`src/common/rio_pkg.sv`:
```
package rio_pkg;

    // ---------------------------------------------------------------
    // Frame geometry
    // ---------------------------------------------------------------
    localparam int FRAME_BYTES = 32;
    localparam int NUM_NODES = 8;
    localparam logic [7:0] CODE_V1 = 8'h50;
    localparam logic [7:0] CODE_V2 = 8'h20;
    localparam int V1_CODE_POS = 1;
    localparam int V1_IO_BASE = 7;
    localparam int V1_REG_BASE = 23;
    localparam int V2_CODE_POS = 0;
    localparam int V2_WDT_POS = 1;
    localparam int V2_CTRL_POS = 2;
    localparam int V2_IO_BASE = 6;
    localparam int V2_REG_BASE = 22;
    // Register area: address (2), code+trigger (2), data (4)
    localparam int REG_ADDR_OFS = 0;
    localparam int REG_CODE_OFS = 2;
    localparam int REG_DATA_OFS = 4;
    localparam int EXEC_TRIGGER_BIT = 6;
    localparam int STAT_BIT = 7;

    // ---------------------------------------------------------------
    // Switch defaults and link timing
    // ---------------------------------------------------------------
    localparam logic LINK_TARGET_CONVERTER = 1'b0;
    localparam logic [3:0] ADDR_ROTARY_DEFAULT = 4'h0;
    localparam logic [3:0] RATE_SWITCH_CONVERTER = 4'h7;
    localparam int SYS_CLK_HZ = 100_000_000;
    localparam int LINK_BPS = 625_000;
    localparam int BIT_CYCLES = SYS_CLK_HZ / LINK_BPS;
    // Executing a command takes this many cycles before completion shows
    localparam int EXEC_CYCLES = 4;

    typedef logic [7:0] rio_byte_t;

    function automatic int rio_io_pos(input logic variant2, input int node);
        return (variant2 ? V2_IO_BASE : V1_IO_BASE) + 2 * node;
    endfunction

    function automatic int rio_reg_pos(input logic variant2);
        return variant2 ? V2_REG_BASE : V1_REG_BASE;
    endfunction

endpackage

```
`src/common/rio_link_if.sv`:
```
`timescale 1ns/1ps
`default_nettype none
// Byte stream carrying frames; cmd_first and rsp_first mark byte 0 of a frame.
interface rio_link_if;
    logic cmd_valid;
    logic cmd_first;
    logic [7:0] cmd_byte;
    logic rsp_valid;
    logic rsp_first;
    logic [7:0] rsp_byte;

    modport conv (output cmd_valid, output cmd_first, output cmd_byte,
                  input rsp_valid, input rsp_first, input rsp_byte);
    modport drv (input cmd_valid, input cmd_first, input cmd_byte,
                 output rsp_valid, output rsp_first, output rsp_byte);
endinterface
`default_nettype wire

```
`src/core/rio_drv_end.sv`:
```
`timescale 1ns/1ps
`default_nettype none
module rio_drv_end (
    input wire logic i_sys_clk,
    input wire logic i_rst_n,
    rio_link_if.drv link,
    input wire logic i_link_target_switch,
    input wire logic i_address_extend_switch,
    input wire logic [3:0] i_address_rotary_switch,
    input wire logic [3:0] i_rate_switch,
    input wire logic [15:0] i_io_status,
    input wire logic [31:0] i_reg_rdata,
    input wire logic i_reg_err,
    output logic o_cfg_valid,
    output logic [4:0] o_node_addr,
    output logic o_link_ok,
    output logic [15:0] o_io_ctrl,
    output logic o_exec_pulse,
    output logic [15:0] o_reg_addr,
    output logic [6:0] o_cmd_code,
    output logic [31:0] o_reg_wdata
);
    typedef enum logic [1:0] {IDLE, EXEC, REPLY} rio_exec_e;

    logic [7:0] rx_r [rio_pkg::FRAME_BYTES];
    logic [7:0] tx_r [rio_pkg::FRAME_BYTES];
    logic [4:0] rx_idx_r;
    logic [4:0] tx_idx_r;
    logic frame_done_r;
    logic var2_r;
    logic tx_busy_r;
    logic exec_trigger_prev_r;
    logic done_done_trigger;
    logic err_r;
    logic [31:0] rdata_r;
    logic [2:0] exec_cnt_r;
    rio_exec_e state_r;
    logic rsp_valid_r;
    logic rsp_first_r;
    logic [7:0] rsp_byte_r;
    logic [7:0] code_lo;
    logic exec_trigger_now;
    logic my_frame;
    int io_pos;
    int reg_pos;

    assign link.rsp_valid = rsp_valid_r;
    assign link.rsp_first = rsp_first_r;
    assign link.rsp_byte = rsp_byte_r;
    assign reg_pos = rio_pkg::rio_reg_pos(var2_r);
    assign io_pos = rio_pkg::rio_io_pos(var2_r, int'(o_node_addr[2:0]));
    assign code_lo = rx_r[reg_pos + rio_pkg::REG_CODE_OFS];
    assign exec_trigger_now = code_lo[rio_pkg::EXEC_TRIGGER_BIT];
    // Only the eight-node frame map is carried, so extended addresses never match
    assign my_frame = o_link_ok && !o_node_addr[4] && !o_node_addr[3];

    // ---------------------------------------------------------------
    // Setup switches
    // ---------------------------------------------------------------
    // Later switch moves are ignored until the next reset
    always_ff @(posedge i_sys_clk or negedge i_rst_n) begin
        if (!i_rst_n) begin
            o_cfg_valid <= 1'b0;
            o_node_addr <= 5'h00;
            o_link_ok <= 1'b0;
        end else if (!o_cfg_valid) begin
            o_cfg_valid <= 1'b1;
            // Extend switch adds sixteen to the rotary value
            o_node_addr <= {i_address_extend_switch, i_address_rotary_switch};
            // Converter link needs target off and rate position 7
            o_link_ok <= (i_link_target_switch == rio_pkg::LINK_TARGET_CONVERTER) &&
                         (i_rate_switch == rio_pkg::RATE_SWITCH_CONVERTER);
        end
    end

    // ---------------------------------------------------------------
    // Frame receive and variant detection
    // ---------------------------------------------------------------
    always_ff @(posedge i_sys_clk or negedge i_rst_n) begin
        if (!i_rst_n) begin
            rx_idx_r <= 5'h00;
            frame_done_r <= 1'b0;
            var2_r <= 1'b0;
            for (int i = 0; i < rio_pkg::FRAME_BYTES; i++) rx_r[i] <= 8'h00;
        end else begin
            frame_done_r <= 1'b0;
            if (link.cmd_valid) begin
                rx_r[link.cmd_first ? 5'h00 : rx_idx_r] <= link.cmd_byte;
                rx_idx_r <= link.cmd_first ? 5'h01 : rx_idx_r + 5'h01;
                if (!link.cmd_first && rx_idx_r == 5'(rio_pkg::FRAME_BYTES - 1)) begin
                    if (rx_r[rio_pkg::V2_CODE_POS] == rio_pkg::CODE_V2) begin
                        var2_r <= 1'b1;
                        frame_done_r <= 1'b1;
                    end else if (rx_r[rio_pkg::V1_CODE_POS] == rio_pkg::CODE_V1) begin
                        var2_r <= 1'b0;
                        frame_done_r <= 1'b1;
                    end
                end
            end
        end
    end

    // ---------------------------------------------------------------
    // Remote I/O and command execution
    // ---------------------------------------------------------------
    always_ff @(posedge i_sys_clk or negedge i_rst_n) begin
        if (!i_rst_n) begin
            o_io_ctrl <= 16'h0000;
            o_reg_addr <= 16'h0000;
            o_cmd_code <= 7'h00;
            o_reg_wdata <= 32'h0000_0000;
            o_exec_pulse <= 1'b0;
            exec_trigger_prev_r <= 1'b0;
            done_done_trigger <= 1'b0;
            err_r <= 1'b0;
            rdata_r <= 32'h0000_0000;
            exec_cnt_r <= 3'h0;
            state_r <= IDLE;
        end else begin
            o_exec_pulse <= 1'b0;
            if (frame_done_r && my_frame) begin
                o_io_ctrl <= {rx_r[io_pos + 1], rx_r[io_pos]};
                exec_trigger_prev_r <= exec_trigger_now;
                // Trigger low clears the done echo so the next 0-to-1 is visible
                if (!exec_trigger_now) begin
                    done_done_trigger <= 1'b0;
                end
            end
            case (state_r)
                IDLE: begin
                    if (frame_done_r && my_frame && exec_trigger_now && !exec_trigger_prev_r) begin
                        o_reg_addr <= {rx_r[reg_pos + 1], rx_r[reg_pos]};
                        o_cmd_code <= {rx_r[reg_pos + 3][0], code_lo[5:0]};
                        for (int b = 0; b < 4; b++) begin
                            o_reg_wdata[8*b +: 8] <=
                                rx_r[reg_pos + rio_pkg::REG_DATA_OFS + b];
                        end
                        o_exec_pulse <= 1'b1;
                        exec_cnt_r <= 3'h0;
                        state_r <= EXEC;
                    end
                end
                EXEC: begin
                    exec_cnt_r <= exec_cnt_r + 3'h1;
                    if (exec_cnt_r == 3'(rio_pkg::EXEC_CYCLES - 1)) begin
                        rdata_r <= i_reg_rdata;
                        err_r <= i_reg_err;
                        state_r <= REPLY;
                    end
                end
                default: begin
                    done_done_trigger <= 1'b1;
                    state_r <= IDLE;
                end
            endcase
        end
    end

    // ---------------------------------------------------------------
    // Response frame send, one byte per cycle after a frame ends
    // ---------------------------------------------------------------
    always_ff @(posedge i_sys_clk or negedge i_rst_n) begin
        if (!i_rst_n) begin
            tx_busy_r <= 1'b0;
            tx_idx_r <= 5'h00;
            rsp_valid_r <= 1'b0;
            rsp_first_r <= 1'b0;
            rsp_byte_r <= 8'h00;
            for (int i = 0; i < rio_pkg::FRAME_BYTES; i++) tx_r[i] <= 8'h00;
        end else begin
            rsp_valid_r <= 1'b0;
            rsp_first_r <= 1'b0;
            if (frame_done_r && my_frame && !tx_busy_r) begin
                tx_busy_r <= 1'b1;
                tx_idx_r <= 5'h00;
                for (int i = 0; i < rio_pkg::FRAME_BYTES; i++) tx_r[i] <= 8'h00;
                tx_r[rio_pkg::V2_CODE_POS] <= var2_r ? rio_pkg::CODE_V2 : 8'h00;
                tx_r[rio_pkg::V1_CODE_POS] <= var2_r ? rx_r[rio_pkg::V2_WDT_POS]
                                                     : rio_pkg::CODE_V1;
                tx_r[io_pos] <= i_io_status[7:0];
                tx_r[io_pos + 1] <= i_io_status[15:8];
                tx_r[reg_pos] <= rx_r[reg_pos];
                tx_r[reg_pos + 1] <= rx_r[reg_pos + 1];
                tx_r[reg_pos + 2] <= {err_r, done_done_trigger, code_lo[5:0]};
                tx_r[reg_pos + 3] <= rx_r[reg_pos + 3];
                for (int b = 0; b < 4; b++) begin
                    tx_r[reg_pos + rio_pkg::REG_DATA_OFS + b] <= rdata_r[8*b +: 8];
                end
            end else if (tx_busy_r) begin
                rsp_valid_r <= 1'b1;
                rsp_first_r <= (tx_idx_r == 5'h00);
                rsp_byte_r <= tx_r[tx_idx_r];
                tx_idx_r <= tx_idx_r + 5'h01;
                if (tx_idx_r == 5'(rio_pkg::FRAME_BYTES - 1)) begin
                    tx_busy_r <= 1'b0;
                end
            end
        end
    end
endmodule
`default_nettype wire

```
`src/flat_wrapper.sv`:
```
// flat-port wrapper written by rule: the top's interface ports become plain ports
module rio_drv_end_flat 
  (i_sys_clk, i_rst_n, i_link_target_switch, i_address_extend_switch, i_address_rotary_switch, i_rate_switch, i_io_status, i_reg_rdata, i_reg_err, o_cfg_valid, o_node_addr, o_link_ok, o_io_ctrl, o_exec_pulse, o_reg_addr, o_cmd_code, o_reg_wdata, link_cmd_valid, link_cmd_first, link_cmd_byte, link_rsp_valid, link_rsp_first, link_rsp_byte);
  rio_link_if link_i ();
  input wire logic i_sys_clk;
  input wire logic i_rst_n;
  input wire logic i_link_target_switch;
  input wire logic i_address_extend_switch;
  input wire logic [3:0] i_address_rotary_switch;
  input wire logic [3:0] i_rate_switch;
  input wire logic [15:0] i_io_status;
  input wire logic [31:0] i_reg_rdata;
  input wire logic i_reg_err;
  output logic o_cfg_valid;
  output logic [4:0] o_node_addr;
  output logic o_link_ok;
  output logic [15:0] o_io_ctrl;
  output logic o_exec_pulse;
  output logic [15:0] o_reg_addr;
  output logic [6:0] o_cmd_code;
  output logic [31:0] o_reg_wdata;
  input wire logic [$bits(link_i.cmd_valid)-1:0] link_cmd_valid;
  input wire logic [$bits(link_i.cmd_first)-1:0] link_cmd_first;
  input wire logic [$bits(link_i.cmd_byte)-1:0] link_cmd_byte;
  output wire logic [$bits(link_i.rsp_valid)-1:0] link_rsp_valid;
  output wire logic [$bits(link_i.rsp_first)-1:0] link_rsp_first;
  output wire logic [$bits(link_i.rsp_byte)-1:0] link_rsp_byte;
  assign link_i.cmd_valid = link_cmd_valid;
  assign link_i.cmd_first = link_cmd_first;
  assign link_i.cmd_byte = link_cmd_byte;
  assign link_rsp_valid = link_i.rsp_valid;
  assign link_rsp_first = link_i.rsp_first;
  assign link_rsp_byte = link_i.rsp_byte;
  rio_drv_end u_core (.i_sys_clk(i_sys_clk), .i_rst_n(i_rst_n), .link(link_i), .i_link_target_switch(i_link_target_switch), .i_address_extend_switch(i_address_extend_switch), .i_address_rotary_switch(i_address_rotary_switch), .i_rate_switch(i_rate_switch), .i_io_status(i_io_status), .i_reg_rdata(i_reg_rdata), .i_reg_err(i_reg_err), .o_cfg_valid(o_cfg_valid), .o_node_addr(o_node_addr), .o_link_ok(o_link_ok), .o_io_ctrl(o_io_ctrl), .o_exec_pulse(o_exec_pulse), .o_reg_addr(o_reg_addr), .o_cmd_code(o_cmd_code), .o_reg_wdata(o_reg_wdata));
endmodule
```
`config.mk`:
```
export PLATFORM = sky130hd
export DESIGN_NAME = rio_drv_end_flat
export DESIGN_NICKNAME = d
export VERILOG_FILES = /design/src/common/rio_pkg.sv /design/src/common/rio_link_if.sv /design/src/core/rio_drv_end.sv /design/src/flat_wrapper.sv
export SDC_FILE = /design/constraint.sdc
export NUM_CORES = 1
export LEC_CHECK = 0
export ABC_AREA = 0
export BUFFER_PORTS_ARGS = -buffer_cell sky130_fd_sc_hd__clkbuf_2
export CORE_ASPECT_RATIO = 1.1
export CORE_MARGIN = 5
export CORE_UTILIZATION = 37
export CTS_CLUSTER_DIAMETER = 120
export DETAILED_ROUTE_END_ITERATION = 10
export GPL_ROUTABILITY_DRIVEN = 0
export PLACE_DENSITY_LB_ADDON = 0.05
export REMOVE_ABC_BUFFERS = 1
export SLEW_MARGIN = 20
export SYNTH_ARGS = -nofsm -noshare
export SYNTH_HDL_FRONTEND = slang
export SYNTH_SLANG_ARGS = --single-unit
```
`constraint.sdc`:
```
create_clock -name i_sys_clk -period 4.35 [get_ports i_sys_clk]
set_input_delay 0.435 -clock i_sys_clk [delete_from_list [all_inputs] [get_ports i_sys_clk]]
set_output_delay 0.435 -clock i_sys_clk [all_outputs]
set_load 0.02 [all_outputs]
```
======== Word-level counts from Yosys, hierarchy flattened ========
Index checks and enable logic that the tools add are counted.
Widths: inputs -> output; s select.
operators by class
  $lt $le $gt $ge ......................... 23
  equality and inequality tests ........... 11
  reduce and logical (&&, ||, !) cells .... 37
  add/subtract/negate cells ............... 12
  mux-type cells .......................... 97
  bitwise operators ....................... 14
operators by type and width
  operator               count
  $bwmux 256             11
  $bmux 8 s5             11
  $demux 8 s5            11
  $ge 32x6->1 const B    10
  $lt 32x1->1 const B    10
  $not 32->32            10
  $mux 8                 32
  $add 32x3->32 const B  4
  $add 32x2->32 const B  3
  $add 32x4->32 const B  1
  $add 32x5->32          1
  $mux 1                 20
  $mux 5                 4
  $logic_and 1x1->1      19
  $mux 7                 2
  $ge 6x6->1 const B     2
  $not 5->6              2
  $reduce_and 2->1       6
  $add 5x1->5 const B    2
  $eq 5x5->1 const B     2
  $eq 8x6->1 const B     1
  $eq 8x7->1 const B     1
  $lt 6x1->1 const B     1
  $mux 6                 1
  17 further kinds       27
storage, ports and cells
  output and inout port bits .............. 89
  word-level logic and storage cells ...... 280
  register bits ........................... 654

======== Longest topological paths before layout ========
  depth after elaboration ................. 17
  gate-level depth with buffers ........... 15
  gate-level depth less buffers ........... 8

======== Worst setup path before layout ========
OpenSTA, ideal clock, no wires.
  kind .................................... reg-to-reg
  start ................................... register u_core.o_node_addr[0]
  end ..................................... register u_core.tx_r[213] (netlist name)
  stages on the path, launching flop included .. 13
  setup slack ............................. 0.830 ns
  period minus slack after synthesis ...... 3.520 ns
  data arrival time ....................... 3.393 ns
  buffers on the path ..................... 4
  data required time ...................... 4.223 ns
  cells stage by stage .................... dfrtp_1 buf_6 buf_2 buf_1 inv_1 ha_1 nand2b_2 mux2i_4 o2111a_2 and3b_1 buf_2 a221oi_1 nor2_1
on the way
  word-level cells in the longest chain between the ends .. 16
  elaborated cells on any way between the ends .. 24
  classes of those cells .................. add/sub (2); order compare (4); mux (14); bitwise (2); reduce/logical (2)
RTL lines
  element                                                                   line                                    RTL
  from (decl)                                                               rio_drv_end.sv:15                       output logic [4:0] o_node_addr,
  from (signal assigned)                                                    rio_drv_end.sv:69                       o_node_addr <= {i_address_extend_switch, i_address_rotary_switch};
  $add 32x5->32 (*)                                                         rio_pkg.sv:40                           return (variant2 ? V2_IO_BASE : V1_IO_BASE) + 2 * node;
  $add 32x2->32 / $not 32->32 (equally long branches)                       rio_drv_end.sv:181, rio_drv_end.sv:180
  $not 32->32 (implied by the code) (tied with other cells)                 rio_drv_end.sv:181                      tx_r[io_pos + 1] <= i_io_status[15:8];
  $ge 32x6->1 (implied by the code) (tied with other cells)                 rio_drv_end.sv:181
  $logic_and 1x1->1 (implied by the code) / $mux 8 (equally long branches)  rio_drv_end.sv:181, rio_drv_end.sv:180
  $mux 8 (implied by the code) / $demux 8 s5 (equally long branches)        rio_drv_end.sv:181, rio_drv_end.sv:180
  $demux 8 s5 / $bwmux 256 (equally long branches)                          rio_drv_end.sv:181, rio_drv_end.sv:180
  $bwmux 256 (*)                                                            rio_drv_end.sv:181
  $bwmux 256 (*)                                                            rio_drv_end.sv:182                      tx_r[reg_pos] <= rx_r[reg_pos];
  $bwmux 256 (*)                                                            rio_drv_end.sv:183                      tx_r[reg_pos + 1] <= rx_r[reg_pos + 1];
  $bwmux 256 (*)                                                            rio_drv_end.sv:184                      tx_r[reg_pos + 2] <= {err_r, done_done_trigger, code_lo[5:0]};
  $bwmux 256 (*)                                                            rio_drv_end.sv:185                      tx_r[reg_pos + 3] <= rx_r[reg_pos + 3];
  $bwmux 256 (*) (4 in series)                                              rio_drv_end.sv:187                      tx_r[reg_pos + rio_pkg::REG_DATA_OFS + b] <= rdata_r[8*b +: 8];
  to (signal, indexed assignment)                                           rio_drv_end.sv:184
  to (signal, indexed assignment)                                           rio_drv_end.sv:185
  to (signal, indexed assignment)                                           rio_drv_end.sv:187
  to (decl)                                                                 rio_drv_end.sv:26                       logic [7:0] tx_r [rio_pkg::FRAME_BYTES];
Mark *: on every way between the ends. The rest lies on a longest branch, timed or not.
A chain may end at the register's enable or synchronous reset.

======== Worst setup path in the final report ========
  start ................................... register u_core.o_node_addr[1]
  end ..................................... register u_core.o_io_ctrl[4]
on the way
  word-level cells in the longest chain between the ends .. 5
RTL lines
  element                                     line                RTL
  $add 32x5->32                               rio_pkg.sv:40
  $not 32->32 (implied by the code)           rio_drv_end.sv:122  o_io_ctrl <= {rx_r[io_pos + 1], rx_r[io_pos]};
  $bmux 8 s5                                  rio_drv_end.sv:122
  $mux 8 (implied by the code) (2 in series)  rio_drv_end.sv:122
  to (signal assigned)                        rio_drv_end.sv:122
  to (decl)                                   rio_drv_end.sv:17   output logic [15:0] o_io_ctrl,
Every way passes these cells. The select of a mux whose other input is x is not followed.

==> flow_results.xml <==
<?xml version="1.0" encoding="UTF-8"?>
<metrics>
  <group name="synthesis">
    <metric name="synth_enable_flop_cells" unit="">0</metric>
    <metric name="netlist.area_leader.share" unit="">0.4787</metric>
    <metric name="post_synth.cell_area_avg" unit="µm²">11.34</metric>
    <metric name="register_bit_count_reported_by_yosys" unit="">654</metric>
    <metric name="ys_seq_area_frac" unit="">0.4787</metric>
    <metric name="synth_top_family_by_area" unit="">multiplexers</metric>
    <metric name="post_synthesis_cell_area" unit="mm²">0.03419</metric>
    <metric name="synth_mux_area_frac" unit="">0.2501</metric>
    <metric name="yosysWarningCount" unit="">0</metric>
    <metric name="synthesized_area_fraction_occupied_by_ao_oa_aoi_and_oai_cells" unit="">0.1018</metric>
    <metric name="synth_flop_cell" unit="">dfrtp_1</metric>
    <metric name="yosys.area_share.xor_xnor" unit="">0.002855</metric>
    <metric name="async_flop_share" unit="">1.000</metric>
    <metric name="synth-simple-area-share" unit="">0.1220</metric>
    <metric name="largest_area_contributor_in_the_synthesized_netlist" unit="">dfrtp_1</metric>
    <metric name="ys_types" unit="">79</metric>
    <metric name="synthesis.instances" unit="">3014</metric>
    <metric name="synth_area_leaders" unit="">dfrtp_1 48%, mux4_2 12%, mux2_2 9.8%</metric>
    <metric name="synthAdderAreaFrac" unit="">0.005856</metric>
  </group>
  <group name="clock_tree">
    <metric name="postCtsSetupBuffers" unit="">0</metric>
    <metric name="clock_transition_at_the_register_clock_pins_on_the_worst_setup_and_hold_paths_after_cts" unit="ps">60</metric>
    <metric name="ctsHoldBuffers" unit="">4</metric>
    <metric name="clk_root_buffer_cell" unit="">clkbuf_16</metric>
    <metric name="clk_path_buf_depth" unit="">3</metric>
    <metric name="clock_tree_from_tritoncts" unit="">done</metric>
    <metric name="cts_inserted_buffers" unit="">79</metric>
    <metric name="clock_sinks" unit="">654</metric>
    <metric name="h_tree_level_count" unit="">3</metric>
    <metric name="clock_insertion_delay_worst_skew" unit="ps">640</metric>
    <metric name="cts_resized" unit="">0</metric>
  </group>
  <group name="grt">
    <metric name="groute.usage.overall" unit="">0.2521</metric>
    <metric name="grt_start_max_net_pins" unit="">176</metric>
    <metric name="globalRoute.totalOverflow" unit="">0</metric>
    <metric name="grt_first_pass_wirelength" unit="µm">186500</metric>
    <metric name="first_global_vias" unit="">26430</metric>
    <metric name="number_of_antenna_violations_at_the_first_check_in_global_routing" unit="">1</metric>
  </group>
  <group name="routing">
    <metric name="wl_per_cell" unit="µm">29.18</metric>
    <metric name="dr_total_vias" unit="">25780</metric>
    <metric name="detailedRoute.firstIterationViolations" unit="">2206</metric>
    <metric name="drc" unit="">0</metric>
    <metric name="detailedRoute.firstPassIterationCount" unit="">6</metric>
    <metric name="antenna_left" unit="">0</metric>
    <metric name="post_drt_via_cell_ratio" unit="">6.018</metric>
    <metric name="drt_wl_total" unit="µm">125000</metric>
  </group>
  <group name="setup_path">
    <metric name="r2r_slack" unit="ps">680</metric>
    <metric name="crit_path_end" unit="">u_core.o_io_ctrl[4]</metric>
    <metric name="cp.required" unit="ps">4830</metric>
    <metric name="crit_path_max_fanout" unit="">17</metric>
    <metric name="critical_path.startpoint" unit="">u_core.o_node_addr[1]</metric>
    <metric name="worst_path_dominant_cell_family" unit="">compound AO/OA/AOI/OAI gates</metric>
    <metric name="r2r_start" unit="">u_core.o_node_addr[1]</metric>
    <metric name="worst_path_cell_with_the_longest_stage_delay" unit="">a2111oi_1</metric>
    <metric name="worstPathArrival" unit="ps">4150</metric>
    <metric name="reg2reg_path_depth" unit="">9</metric>
    <metric name="timing.critical_path.buf_inv" unit="">3</metric>
    <metric name="r2r_endpoint" unit="">u_core.o_io_ctrl[4]</metric>
    <metric name="critical_path_class" unit="">reg2reg</metric>
    <metric name="crit_path_start_kind" unit="">flip-flop</metric>
    <metric name="critPathMaxStageDelay" unit="ps">860</metric>
    <metric name="timing.critical_path.to_type" unit="">flip-flop</metric>
    <metric name="cell_chain_of_the_critical_path" unit="">inv_1 &gt; ha_1 &gt; buf_4 &gt; mux4_2 &gt; o21ai_0 &gt; nor2_1 &gt; a2111oi_1 &gt; buf_4 &gt; o21ai_0</metric>
    <metric name="worstSetupPathDepth" unit="">9</metric>
  </group>
  <group name="timing">
    <metric name="grt_setup_unrepaired" unit="">no</metric>
    <metric name="finClkSkew" unit="ps">20.06</metric>
    <metric name="fin_ws" unit="ps">678.6</metric>
    <metric name="finalSetupTns" unit="ps">0</metric>
    <metric name="fin_crit_sh" unit="">0.8440</metric>
    <metric name="timing.fmax" unit="MHz">272.4</metric>
    <metric name="hold_worst_slack" unit="ps">41.71</metric>
    <metric name="final_setup_violating_endpoints" unit="">0</metric>
    <metric name="finalWorstPathRequiredPeriod" unit="ps">3671</metric>
    <metric name="drv_slew" unit="">0</metric>
    <metric name="timing.final.hold_violations" unit="">0</metric>
    <metric name="worst-slew-pin-transition" unit="ps">996.9</metric>
    <metric name="slew-limit-headroom" unit="">0.3354</metric>
  </group>
  <group name="power_and_ir_drop">
    <metric name="seqPwrFrac" unit="">0.434</metric>
    <metric name="cell_internal_pwr" unit="mW">11.54</metric>
    <metric name="totalPowerFinal" unit="mW">16.09</metric>
    <metric name="p_leak" unit="nW">16.89</metric>
    <metric name="p_sw" unit="mW">4.550</metric>
    <metric name="peakVddDrop" unit="µV">297.4</metric>
    <metric name="comb_power_share" unit="">0.148</metric>
    <metric name="p_clk_frac" unit="">0.418</metric>
    <metric name="switching_share" unit="">0.2827</metric>
    <metric name="p_per_area" unit="mW/mm²">417.4</metric>
  </group>
  <group name="flow_run">
    <metric name="max_cap_viol_count" unit="">0</metric>
  </group>
  <group name="worst_hold_path">
    <metric name="worst_hold_path_type" unit="">in2reg</metric>
    <metric name="whs_path_depth" unit="">2</metric>
  </group>
  <group name="place">
    <metric name="dp_worst_setup_slack" unit="ps">616.5</metric>
    <metric name="area_of_placed_instances" unit="mm²">0.03592</metric>
    <metric name="dp.final_hpwl" unit="µm">84480</metric>
    <metric name="io_buffers" unit="">159</metric>
  </group>
  <group name="cells_and_area">
    <metric name="layout_common_cells" unit="">649 x dfrtp_1, 407 x nor2_1, 355 x nand2_1, 298 x mux2_2, 175 x mux4_2</metric>
    <metric name="drive_gt1_frac" unit="">0.2762</metric>
    <metric name="final_nets" unit="">3118</metric>
    <metric name="layout.filler_cells" unit="">8760</metric>
    <metric name="flow.area_growth_from_synthesis" unit="%">12.78</metric>
    <metric name="total_non_filler_cell_area_in_the_finished_layout" unit="mm²">0.03856</metric>
    <metric name="layout_commonest_cell" unit="">dfrtp_1</metric>
  </group>
  <group name="floorplanning">
    <metric name="fp.dieArea" unit="mm²">0.09858</metric>
    <metric name="ioPinCount" unit="">160</metric>
    <metric name="die_width" unit="µm">299.8</metric>
    <metric name="start_util" unit="">0.3713</metric>
    <metric name="num_rows" unit="">117</metric>
    <metric name="fp.dieH" unit="µm">328.8</metric>
    <metric name="core" unit="mm²">0.09208</metric>
  </group>
  <group name="outcome">
    <metric name="status" unit="">finished clean</metric>
  </group>
</metrics>
==> state kept, by name, summed over array words and instances, names as in the netlist, 2 cells and up <==
register,count
u_core.rdata_r,32
u_core.o_reg_wdata,32
u_core.o_node_addr,5
u_core.link.rsp_byte,8
u_core.o_io_ctrl,16
u_core.rx_r,256
u_core.tx_idx_r,5
u_core.exec_cnt_r,3
u_core.o_cmd_code,7
u_core.tx_r,256
u_core.o_reg_addr,16
u_core.rx_idx_r,5
u_core.state_r,2
==> worst reg2reg max path, stage by stage, from the launching register on <==
cell       delay [ps]
dfrtp_1           510
inv_1             110
ha_1              640
buf_4             390
mux4_2            370
o21ai_0           160
nor2_1            180
a2111oi_1         860
buf_4             230
o21ai_0            80
==> cell type report <==
class	instances	area [µm²]	area share
Sequential cell	654	16380	0.4249
Clock inverter	23	285.3	0.007399
Tap cell	1190	1489	0.03862
Antenna cell	1	2.502	0.00006490
Inverter	19	71.32	0.001850
Multi-Input combinational cell	2057	16570	0.4297
Clock buffer	119	2310	0.05991
Timing Repair Buffer	220	1449	0.03758
==> routing by layer <==
metal,track usage,part of all wire,vias to the layer above
met2,0.4109,0.48,951
met4,0.1026,0.043,0
met3,0.04000,0.057,213
met1,0.3385,0.42,13460
li1,-,-,11150
met5,0,0,-
==> logic make-up after synthesis <==
group | Yosys count
simple gates | 956
buf+inv | 303
mux | 597
flops | 654
xor+xnor | 6
other cells | 1
fa+ha+maj | 16
compound gates | 481
==> synth_stat cells, drive strengths merged, types with 19 or more instances <==
master	instances
a21oi	42
nand2	358
mux2	298
o21ai	130
a32oi	22
dfrtp	654
mux2i	124
and3	25
a221oi	171
nand3	67
buf	99
nor3	19
clkbuf	185
a31oi	28
mux4	175
nand4	25
nor2	412
==> through the flow <==
stage | util | cells
after floorplan | - | 2730
after global placement | 0.3901 | 4136
after detailed placement | 0.3901 | 4136
after CTS | 0.4187 | 4282
after global routing | 0.4187 | 4282
final | 0.4187 | 4283
==> power groups by stage <==
| stage | Sequential (mW) | Clock (mW) | Combinational (mW) |
|---|---|---|---|
| floorplan | 6.91 | 0 | 1.39 |
| global placement | 7.04 | 0 | 2.33 |
| detailed placement | 7.09 | 0 | 2.36 |
| CTS | 6.98 | 6.90 | 2.37 |
| global route | 7.04 | 7.15 | 2.54 |
| finish | 6.99 | 6.72 | 2.38 |
==> how the worst min path moves through the flow <==
stage | end | slack [ps] | from
after floorplan | u_core.done_done_trigger | 140 | i_rst_n
after global placement | u_core.tx_r[56] | 460 | u_core.tx_r[56]
after detailed placement | u_core.tx_r[45] | 470 | u_core.tx_r[45]
after CTS | u_core.rdata_r[13] | 0.3 | i_reg_rdata[13]
after global routing | u_core.rdata_r[24] | 20 | i_reg_rdata[24]
final | u_core.rdata_r[2] | 40 | i_reg_rdata[2]
Power figures use the tool's default switching activity.
